File: src/rtl/slc_lamp_map.vh
// Functional notes
// - Flash comm lamp while awaiting initialization
// - Init success: comm lamp steady on
// - Bad init data: comm lamp keeps flashing
// - Comm loss flashes, restore gives steady
// - Running mode: calibration lamp off
// - Calibration idle after init: cal lamp flashes
// - Calibration test: cal lamp steady on
// - During test comm lamp follows link
// - No communication: calibration lamp off
// - Module fault: comm lamp off
`ifndef SLC_LAMP_MAP_VH
`define SLC_LAMP_MAP_VH
`define SLC_CLK_HZ       40000000
`define SLC_FLASH_PER_NS 250000000
`define SLC_CLK_PER_NS   25
`define SLC_FLASH_CYC    (`SLC_FLASH_PER_NS / `SLC_CLK_PER_NS)
`define SLC_HALF_CYC     (`SLC_FLASH_CYC / 2)
`define SLC_ST_WAIT      2'h0
`define SLC_ST_RUN       2'h1
`define SLC_ST_LOST      2'h2
`define SLC_ST_FAULT     2'h3
`define SLC_LM_OFF       2'h0
`define SLC_LM_ON        2'h1
`define SLC_LM_FLASH     2'h2
`endif

File: src/rtl/slc_flasher.v
`timescale 1ns/1ps
`include "slc_lamp_map.vh"

module slc_flasher #(
  parameter HALF_CYC = `SLC_HALF_CYC
) (
  input  wire clk_sys,   // System clock
  input  wire rst_n,     // Sync reset, active low
  output reg  flash      // Square wave, 250 ms period
);
  reg [22:0] cnt;

  // Half period each phase, even duty
  always @(posedge clk_sys) begin
    if (!rst_n) begin
      cnt   <= 23'h0;
      flash <= 1'b0;
    end else if (cnt == HALF_CYC - 1) begin
      cnt   <= 23'h0;
      flash <= ~flash;
    end else begin
      cnt <= cnt + 23'h1;
    end
  end
endmodule

File: src/rtl/slc_lamp_ctrl.v
`timescale 1ns/1ps
`include "slc_lamp_map.vh"

module slc_lamp_ctrl #(
  parameter HALF_CYC = `SLC_HALF_CYC
) (
  input  wire clk_sys,    // System clock, 40 MHz
  input  wire rst_n,      // Sync reset, active low
  input  wire init_done,  // Initialization completed, valid data
  input  wire init_fail,  // Initialization data incorrect
  input  wire comm_ok,    // Communication with controller up
  input  wire fault,      // Internal module fault
  input  wire cal_mode,   // Calibration mode selected
  input  wire cal_test,   // Calibration test running
  output reg  lamp_comm,  // Green lamp drive, high lit
  output reg  lamp_cal    // Yellow lamp drive, high lit
);
  // Communication states
  localparam ST_WAIT  = `SLC_ST_WAIT;
  localparam ST_RUN   = `SLC_ST_RUN;
  localparam ST_LOST  = `SLC_ST_LOST;
  localparam ST_FAULT = `SLC_ST_FAULT;

  // Lamp indications
  localparam LM_OFF   = `SLC_LM_OFF;
  localparam LM_ON    = `SLC_LM_ON;
  localparam LM_FLASH = `SLC_LM_FLASH;

  reg [1:0] state;
  reg [1:0] next_state;
  reg [2:0] s_init;
  reg [2:0] s_fail;
  reg [2:0] s_comm;
  reg [2:0] s_fault;
  reg [2:0] s_cmode;
  reg [2:0] s_test;
  reg       f_init;
  reg       f_fail;
  reg       f_comm;
  reg       f_fault;
  reg       f_cmode;
  reg       f_test;
  reg       next_f_init;
  reg       next_f_fail;
  reg       next_f_comm;
  reg       next_f_fault;
  reg       next_f_cmode;
  reg       next_f_test;
  reg       fault_seen;
  reg       next_fault_seen;
  reg       link_good;
  reg [1:0] comm_ind;
  reg [1:0] cal_ind;
  reg       next_comm;
  reg       next_cal;
  wire      flash;

  slc_flasher #(.HALF_CYC(HALF_CYC)) u_flash (
    .clk_sys (clk_sys),
    .rst_n   (rst_n),
    .flash   (flash)
  );

  // Take the stage 3 level once stages 2 and 3 agree
  function sync_accept;
    input [2:0] stages;
    input       held;
    begin
      if (stages[1] == stages[2])
        sync_accept = stages[2];
      else
        sync_accept = held;
    end
  endfunction

  // Drive level of a lamp for its indication
  // Flash follows the shared divider, so both lamps blink in phase
  function lamp_drive;
    input [1:0] mode;
    input       blink;
    begin
      case (mode)
        LM_OFF:   lamp_drive = 1'b0;
        LM_ON:    lamp_drive = 1'b1;
        LM_FLASH: lamp_drive = blink;
        default:  lamp_drive = 1'b0;
      endcase
    end
  endfunction

  // Each pin level passes three flops; a change is taken once
  // stages 2 and 3 agree, so a lamp answers five to six cycles
  // after a clean input edge. A single-cycle glitch never gets
  // as far as the state logic.

  // Initialization done
  // Sync and acceptance
  always @* begin
    next_f_init = sync_accept(s_init, f_init);
  end

  always @(posedge clk_sys) begin
    if (!rst_n) begin
      s_init <= 3'h0;
      f_init <= 1'b0;
    end else begin
      s_init <= {s_init[1:0], init_done};
      f_init <= next_f_init;
    end
  end

  // Initialization data bad
  // Sync and acceptance
  always @* begin
    next_f_fail = sync_accept(s_fail, f_fail);
  end

  always @(posedge clk_sys) begin
    if (!rst_n) begin
      s_fail <= 3'h0;
      f_fail <= 1'b0;
    end else begin
      s_fail <= {s_fail[1:0], init_fail};
      f_fail <= next_f_fail;
    end
  end

  // Communication up
  // Sync and acceptance
  always @* begin
    next_f_comm = sync_accept(s_comm, f_comm);
  end

  always @(posedge clk_sys) begin
    if (!rst_n) begin
      s_comm <= 3'h0;
      f_comm <= 1'b0;
    end else begin
      s_comm <= {s_comm[1:0], comm_ok};
      f_comm <= next_f_comm;
    end
  end

  // Module fault
  // Sync and acceptance
  always @* begin
    next_f_fault = sync_accept(s_fault, f_fault);
  end

  always @(posedge clk_sys) begin
    if (!rst_n) begin
      s_fault <= 3'h0;
      f_fault <= 1'b0;
    end else begin
      s_fault <= {s_fault[1:0], fault};
      f_fault <= next_f_fault;
    end
  end

  // Calibration mode select
  // Sync and acceptance
  always @* begin
    next_f_cmode = sync_accept(s_cmode, f_cmode);
  end

  always @(posedge clk_sys) begin
    if (!rst_n) begin
      s_cmode <= 3'h0;
      f_cmode <= 1'b0;
    end else begin
      s_cmode <= {s_cmode[1:0], cal_mode};
      f_cmode <= next_f_cmode;
    end
  end

  // Calibration test running
  // Sync and acceptance
  always @* begin
    next_f_test = sync_accept(s_test, f_test);
  end

  always @(posedge clk_sys) begin
    if (!rst_n) begin
      s_test <= 3'h0;
      f_test <= 1'b0;
    end else begin
      s_test <= {s_test[1:0], cal_test};
      f_test <= next_f_test;
    end
  end

  // Fault latch, cleared only by reset
  always @* begin
    next_fault_seen = fault_seen || f_fault;
  end

  always @(posedge clk_sys) begin
    if (!rst_n)
      fault_seen <= 1'b0;
    else
      fault_seen <= next_fault_seen;
  end

  // Initialization taken only with good data and a live link
  always @* begin
    link_good = f_init && !f_fail && f_comm;
  end

  // Communication state
  // A fault is terminal until reset, so a module that failed once
  // reads like an unpowered one and never lights steady again.
  // After start-up only the link level moves run and lost.
  always @* begin
    next_state = state;
    case (state)
      ST_WAIT: begin
        if (f_fault)
          next_state = ST_FAULT;
        else if (link_good)
          next_state = ST_RUN;
        else
          next_state = ST_WAIT;
      end
      ST_RUN: begin
        if (f_fault)
          next_state = ST_FAULT;
        else if (!f_comm)
          next_state = ST_LOST;
        else
          next_state = ST_RUN;
      end
      ST_LOST: begin
        if (f_fault)
          next_state = ST_FAULT;
        else if (f_comm)
          next_state = ST_RUN;
        else
          next_state = ST_LOST;
      end
      ST_FAULT: begin
        next_state = ST_FAULT;
      end
      default: next_state = ST_WAIT;
    endcase
  end

  always @(posedge clk_sys) begin
    if (!rst_n)
      state <= ST_WAIT;
    else
      state <= next_state;
  end

  // Green lamp indication
  // Latched fault overrides any state
  always @* begin
    comm_ind = LM_OFF;
    case (state)
      ST_WAIT:  comm_ind = LM_FLASH;
      ST_RUN:   comm_ind = LM_ON;
      ST_LOST:  comm_ind = LM_FLASH;
      ST_FAULT: comm_ind = LM_OFF;
      default:  comm_ind = LM_OFF;
    endcase
    if (fault_seen)
      comm_ind = LM_OFF;
  end

  // Yellow lamp indication
  // Lit only in calibration mode with the link up
  always @* begin
    cal_ind = LM_OFF;
    if (f_cmode && state == ST_RUN && !fault_seen) begin
      if (f_test)
        cal_ind = LM_ON;
      else
        cal_ind = LM_FLASH;
    end
  end

  // Both lamps share one flash phase
  always @* begin
    next_comm = lamp_drive(comm_ind, flash);
  end

  always @* begin
    next_cal = lamp_drive(cal_ind, flash);
  end

  // Lamp drives straight from flops
  always @(posedge clk_sys) begin
    if (!rst_n)
      lamp_comm <= 1'b0;
    else
      lamp_comm <= next_comm;
  end

  always @(posedge clk_sys) begin
    if (!rst_n)
      lamp_cal <= 1'b0;
    else
      lamp_cal <= next_cal;
  end
endmodule

File: config.mk
export PLATFORM = sky130hd
export DESIGN_NAME = slc_lamp_ctrl
export DESIGN_NICKNAME = d
export VERILOG_FILES = /design/src/rtl/slc_flasher.v /design/src/rtl/slc_lamp_ctrl.v
export VERILOG_INCLUDE_DIRS = /design/src /design/src/rtl
export SDC_FILE = /design/constraint.sdc
export NUM_CORES = 1
export LEC_CHECK = 0
export BUFFER_PORTS_ARGS = -buffer_cell sky130_fd_sc_hd__buf_2
export CAP_MARGIN = 20
export CORE_MARGIN = 2
export CORE_UTILIZATION = 53
export CTS_CLUSTER_SIZE = 8
export DETAILED_ROUTE_END_ITERATION = 6
export GPL_ROUTABILITY_DRIVEN = 0
export PLACE_DENSITY_LB_ADDON = 0.12
export SLEW_MARGIN = 20
export SYNTH_ARGS = -nofsm -noshare
export SYNTH_HDL_FRONTEND = slang
export SYNTH_SLANG_ARGS = --single-unit
File: constraint.sdc
create_clock -name clk_sys -period 1.68 [get_ports clk_sys]
set_input_delay 0.42 -clock clk_sys [delete_from_list [all_inputs] [get_ports clk_sys]]
set_output_delay 0.42 -clock clk_sys [all_outputs]
set_load 0.02 [all_outputs]
== After elaboration in Yosys (flattened, before gate mapping) ==
Index checks and enable logic that the tools add are counted.

* Add/sub/neg operators: 1
* Equal/unequal tests: 14
* Multiplexer cells: 11
* Bitwise gates (word level): 2
* Reductions and logical operators: 11

{| class="wikitable"
|+ Operator list
! operator !! count
|-
| $add 23x1->23 const B || 1
|-
| $eq 23x23->1 const B || 1
|-
| $mux 2 || 6
|-
| $pmux 2 s3 || 2
|-
| $eq 2x2->1 const B || 4
|-
| $eq 1x1->1 || 6
|-
| $eq 2x1->1 const B || 3
|-
| $reduce_or 2->1 || 3
|-
| $logic_and 1x1->1 || 4
|-
| $pmux 1 s2 || 2
|-
| $logic_not 1->1 || 2
|-
| $logic_not 2->1 || 1
|-
| $not 1->1 || 2
|-
| $logic_or 1x1->1 || 1
|-
| $mux 1 || 1
|}

* Bits in registers: 53
* Output and inout bits: 2
* Logic and storage cells: 57

== Logic depth before layout (Yosys ltp) ==
* Word-level depth: 6
* Depth in mapped cells: 8
* Depth with buffers taken out: 8

== Modules after synthesis ==
From an unflattened synthesis, not the netlist that was laid out.

* Cell total of the unflattened synthesis: 222
* Area total of the unflattened synthesis: 2107.0 µm²

{| class="wikitable"
|+ By module, submodules not included
! module !! times used !! cells each !! area an instance (µm²)
|-
| slc_flasher || 1 || 126 || 1082.3
|-
| slc_lamp_ctrl || 1 || 96 || 1024.7
|}

== Least setup slack after synthesis ==
No wires, ideal clock.

* Path kind: register -> register
* Start point: register u_flash.cnt[0]
* End point: register u_flash.cnt[22]
* Arrival: 1.763 ns
* Data required time: 1.610 ns
* Setup slack: -0.153 ns
* Cell stages (with the launch flop): 6
* Period minus slack after synthesis: 1.833 ns
* Cells stage by stage: dfxtp_1 ha_1 nand2_1 or4_4 or4_1 a21oi_1

* Longest elaborated chain between the ends: 2
* Elaborated cells between the ends (all ways): 3
* Those cells by class: add/sub (1); eq/ne (1); reduce/logical (1)

{| class="wikitable"
|+ RTL lines
! item !! line !! source
|-
| start: declaration || slc_flasher.v:11 || <nowiki>reg [22:0] cnt;</nowiki>
|-
| start signal: assignment || slc_flasher.v:22 || <nowiki>cnt <= cnt + 23'h1;</nowiki>
|-
| parallel branches: the longest is 2 deep, another holds $add 23x1->23 || -- ||
|}

Several ways; the timed one is not identified.
A chain may end at the register's enable or synchronous reset.

== Worst setup path after layout ==
* Start point: register u_flash.cnt[15]
* End point: register u_flash.flash

* Longest elaborated chain between the ends: 1

{| class="wikitable"
|+ RTL lines
! item !! line !! source
|-
| $eq 23x23->1 || slc_flasher.v:18 || <nowiki>end else if (cnt == HALF_CYC - 1) begin</nowiki>
|-
| end signal: assignment || slc_flasher.v:20 || <nowiki>flash <= ~flash;</nowiki>
|-
| end: declaration || slc_flasher.v:9 || <nowiki>output reg flash</nowiki>
|}

Every way passes these cells.

==> impl_metrics.ini <==
[route]
sum_of_routed_wire_segments_on_met1_um = 1807
vias = 1706
routed.top_layer = met4
drt_wl_total_um = 3835
routed_wire_length_per_instance_um = 12.17
antenna_violating_nets_post_route = 0
met2WireLength_um = 1796
dr.pass1.iters = 4
drt_iter0_markers = 63
avgViaCountPerCell = 5.416
detailroute.wirelength.met3_um = 170
dr_drc_count = 0

[setup_path]
crit_arrival_ns = 2.12
endpoint = u_flash.flash
setup.worst_path.end_class = flop
reg2regPathDepth = 4
crit_path_start = u_flash.cnt[15]
timing.critical_path.required_ns = 1.93
timing.critical_path.from_type = flop
criticalPathCategory = flop to flop
critical_path_peak_fanout = 3
rr_endpoint = u_flash.flash
reg2reg_slack_ns = -0.19
crit-reg2reg-launch = u_flash.cnt[15]

[clocking]
cts.sinks = 53
cts_hold_buf = 0
clk_pin_slew_ns = 0.10
numCtsBuffers = 5
cts-root-to-sink-buffers = 2
post-cts-setup-buffers = 0
clock_insertion_delay_worst_skew_ns = 0.31
ctsRootBufferMaster = clkbuf_8
clock_tree_from_tritoncts = built
htree_num_levels = 2

[synthesis]
syn_area_sq_um = 2122
synth-seq-area-share_pct = 50.00
number_of_distinct_library_cells_after_synthesis = 34
synthesis.area_per_instance_sq_um = 9.348
syn-instance-count = 227
yosys_register_bits = 53
mappedNetlistNets = 243
ys_warn_count = 0

[final_layout]
finish.net_count = 282
finalCoreUtilization_pct = 68.68
area.growth.synth_to_final_pct = 21.17
insertedDiodeCount = 0
drive_gt1_share_pct = 24.34

[global_route]
grt_first_pass_wirelength_um = 6679
number_of_antenna_violations_at_the_first_check_in_global_routing = 0
grt_use_total_pct = 19.68
globalRouteOverflowTotal = 0
grt_max_degree = 29
vias_in_the_first_global_route = 1618

[floorplan]
floorplan.io_pins = 10
die_x_um = 67.28
design.core.area_sq_um = 3744
initial_cell_density_of_the_core_pct = 56.68
core.rowCount = 22
die_outline_area_sq_um = 4526
die_height_um = 67.28

[timing]
setup_ws_ns = -0.1884
period_minus_slack_ns = 1.868
fin_worst_skew_ns = 0.003474
report.final.hold_viol_count = 0
clock.fmax_mhz = 535.2
setup_tns_after_final_layout_ns = -3.139
timing.final.setup_violations = 23
final-max-slew-violation-count = 0
period_share_pct = 111.2
max-slew-margin-rel_pct = 74.38
setup_repair_after_global_routing_missed_its_margin = true
tightestPinTransition_ns = 0.3790

[placement]
portBuffers = 9
dp.final_hpwl_um = 2825

[pwr]
vdd.ir_drop.worst_mv = 0.6015
cellLeakagePower_nw = 0.9528
power.density_nw_per_um2 = 821.9
total_power_mw = 2.113

[min_path]
timing.hold.worst.class = primary input to flop

[status]
run_status = finished with violations
violated_checks = setup timing

[job]
maxCapViolations = 0
==> cells in the final DEF (no fill, tap or decap), types with 2 or more instances in the layout <==
master    count
a21boi_0      6
a21oi_1       7
a21oi_2       5
and2_1       18
and3_1        3
and4_1        2
buf_2         9
buf_4        26
buf_6         2
clkbuf_8      5
clkinv_4      2
dfxtp_1      49
dfxtp_2       4
ha_1          7
inv_1        10
nand2_1      13
nand3_1       9
nand3b_1      2
nand4_1       3
nor2_1       21
nor3_1        3
nor4_1        4
nor4b_1       2
o21a_1        2
o21ai_0      11
o31ai_1       6
or3_1         5
or4_1         4
or4_4         4
xnor2_1       8
xor2_1        3
==> through the flow <==
stage | instance area [sq um] | instances | hold WS (ns) | worst slack (ns)
floorplan | 2135 | 227 | 0.4119 | -0.09715
global placement | 2416 | 306 | 0.4141 | -0.1459
detailed placement | 2416 | 306 | 0.4185 | -0.1688
CTS | 2527 | 314 | 0.3013 | -0.1672
global route | 2571 | 315 | 0.2948 | -0.2485
finish | 2571 | 315 | 0.3100 | -0.1884
==> synth_stat cells <==
| master | count | area [sq um] |
|---|---|---|
| nor3_1 | 3 | 15.01 |
| o21ai_0 | 12 | 60.06 |
| buf_2 | 2 | 10.01 |
| or4_1 | 6 | 45.04 |
| a21oi_1 | 12 | 60.06 |
| nor4_1 | 4 | 25.02 |
| nor2_1 | 21 | 78.83 |
| o21ba_2 | 1 | 10.01 |
| ha_1 | 8 | 100.1 |
| and3_1 | 3 | 18.77 |
| nand2_1 | 14 | 52.55 |
| o31ai_1 | 6 | 45.04 |
| nor4b_1 | 2 | 17.52 |
| xor2_1 | 3 | 26.28 |
| and2_1 | 18 | 112.6 |
| nor3b_1 | 1 | 7.510 |
| o21a_1 | 2 | 15.01 |
| inv_1 | 10 | 37.54 |
| clkbuf_1 | 2 | 7.510 |
| o21ai_2 | 1 | 8.760 |
| nand3b_1 | 2 | 15.01 |
| and4_1 | 2 | 17.52 |
| or4_4 | 2 | 22.52 |
| a21boi_1 | 1 | 7.510 |
| nand3_1 | 9 | 45.04 |
| nand3_2 | 1 | 10.01 |
| xnor2_1 | 8 | 70.07 |
| nand4b_1 | 1 | 8.760 |
| or3_1 | 6 | 37.54 |
| nand4_1 | 3 | 18.77 |
| dfxtp_1 | 53 | 1061 |
| buf_1 | 1 | 3.750 |
| nand2b_1 | 1 | 6.260 |
| a21boi_0 | 6 | 45.04 |
==> worst min path at each step <==
stage,startpoint,to,slack (ns),cells after the start
after detailed placement,s_test[0],s_test[1],0.42,1
after global placement,s_fault[0],s_fault[1],0.41,1
after floorplan,s_cmode[0],s_cmode[1],0.41,1
after CTS,init_fail,s_fail[0],0.30,2
final,init_fail,s_fail[0],0.31,2
after global routing,fault,s_fault[0],0.29,2
==> per-layer routing <==
metal / global-route usage (%) / vias to the layer above
li1: - / 872
met5: 0 / -
met1: 24.08 / 785
met2: 32.55 / 42
met3: 4.500 / 7
met4: 9.694 / 0
==> sequential cells by signal, indices dropped and copies added (netlist names) <==
| register | flops |
|---|---|
| f_cmode | 1 |
| f_comm | 1 |
| f_fail | 1 |
| f_fault | 1 |
| f_init | 1 |
| f_test | 1 |
| fault_seen | 1 |
| lamp_cal | 1 |
| lamp_comm | 1 |
| s_cmode | 3 |
| s_comm | 3 |
| s_fail | 3 |
| s_fault | 3 |
| s_init | 3 |
| s_test | 3 |
| state | 2 |
| u_flash.cnt | 23 |
| u_flash.flash | 1 |
==> worst max-delay path: stages (launching register included) <==
cell      delay (ns)
dfxtp_2         0.33
or4_1           0.51
or4_4           0.45
or3_4           0.39
a21boi_2        0.13
==> timing repair <==
item / in CTS / in global routing
pin swaps: 1 / 3
cloned: 0 / 1
resized for setup: 4 / 12
setup endpoints to repair: 23 / 25
==> layout make-up <==
type                       instances  area [sq um]
clock buffer                       5         68.82
clock inverter                     3         26.28
timing repair buffer              37         262.8
inverter                          10         37.54
tap                               48         60.06
multi-input combinational        159          1050
sequential                        53          1066
fill                             320          1172
==> where the power goes <==
group | leakage [nW] | internal, mW | switching (mW)
clock | 0.0487 | 0.304 | 0.436
sequential | 0.432 | 1.28 | 0.00981
combinational | 0.472 | 0.0436 | 0.0394
==> cell families (layout without fill, tap and decap cells) <==
family | count (synthesis) | after routing | synth area share, %
adder cells (fa/ha/maj) | 8 | 8 | 4.717
AO/OA/AOI/OAI | 41 | 41 | 11.85
XOR/XNOR | 11 | 11 | 4.540
flip-flops | 53 | 53 | 50.00
AND/OR/NAND/NOR | 99 | 99 | 26.12
buffers and inverters | 15 | 55 | 2.771
Note: power is estimated with default switching activity, not from simulation.
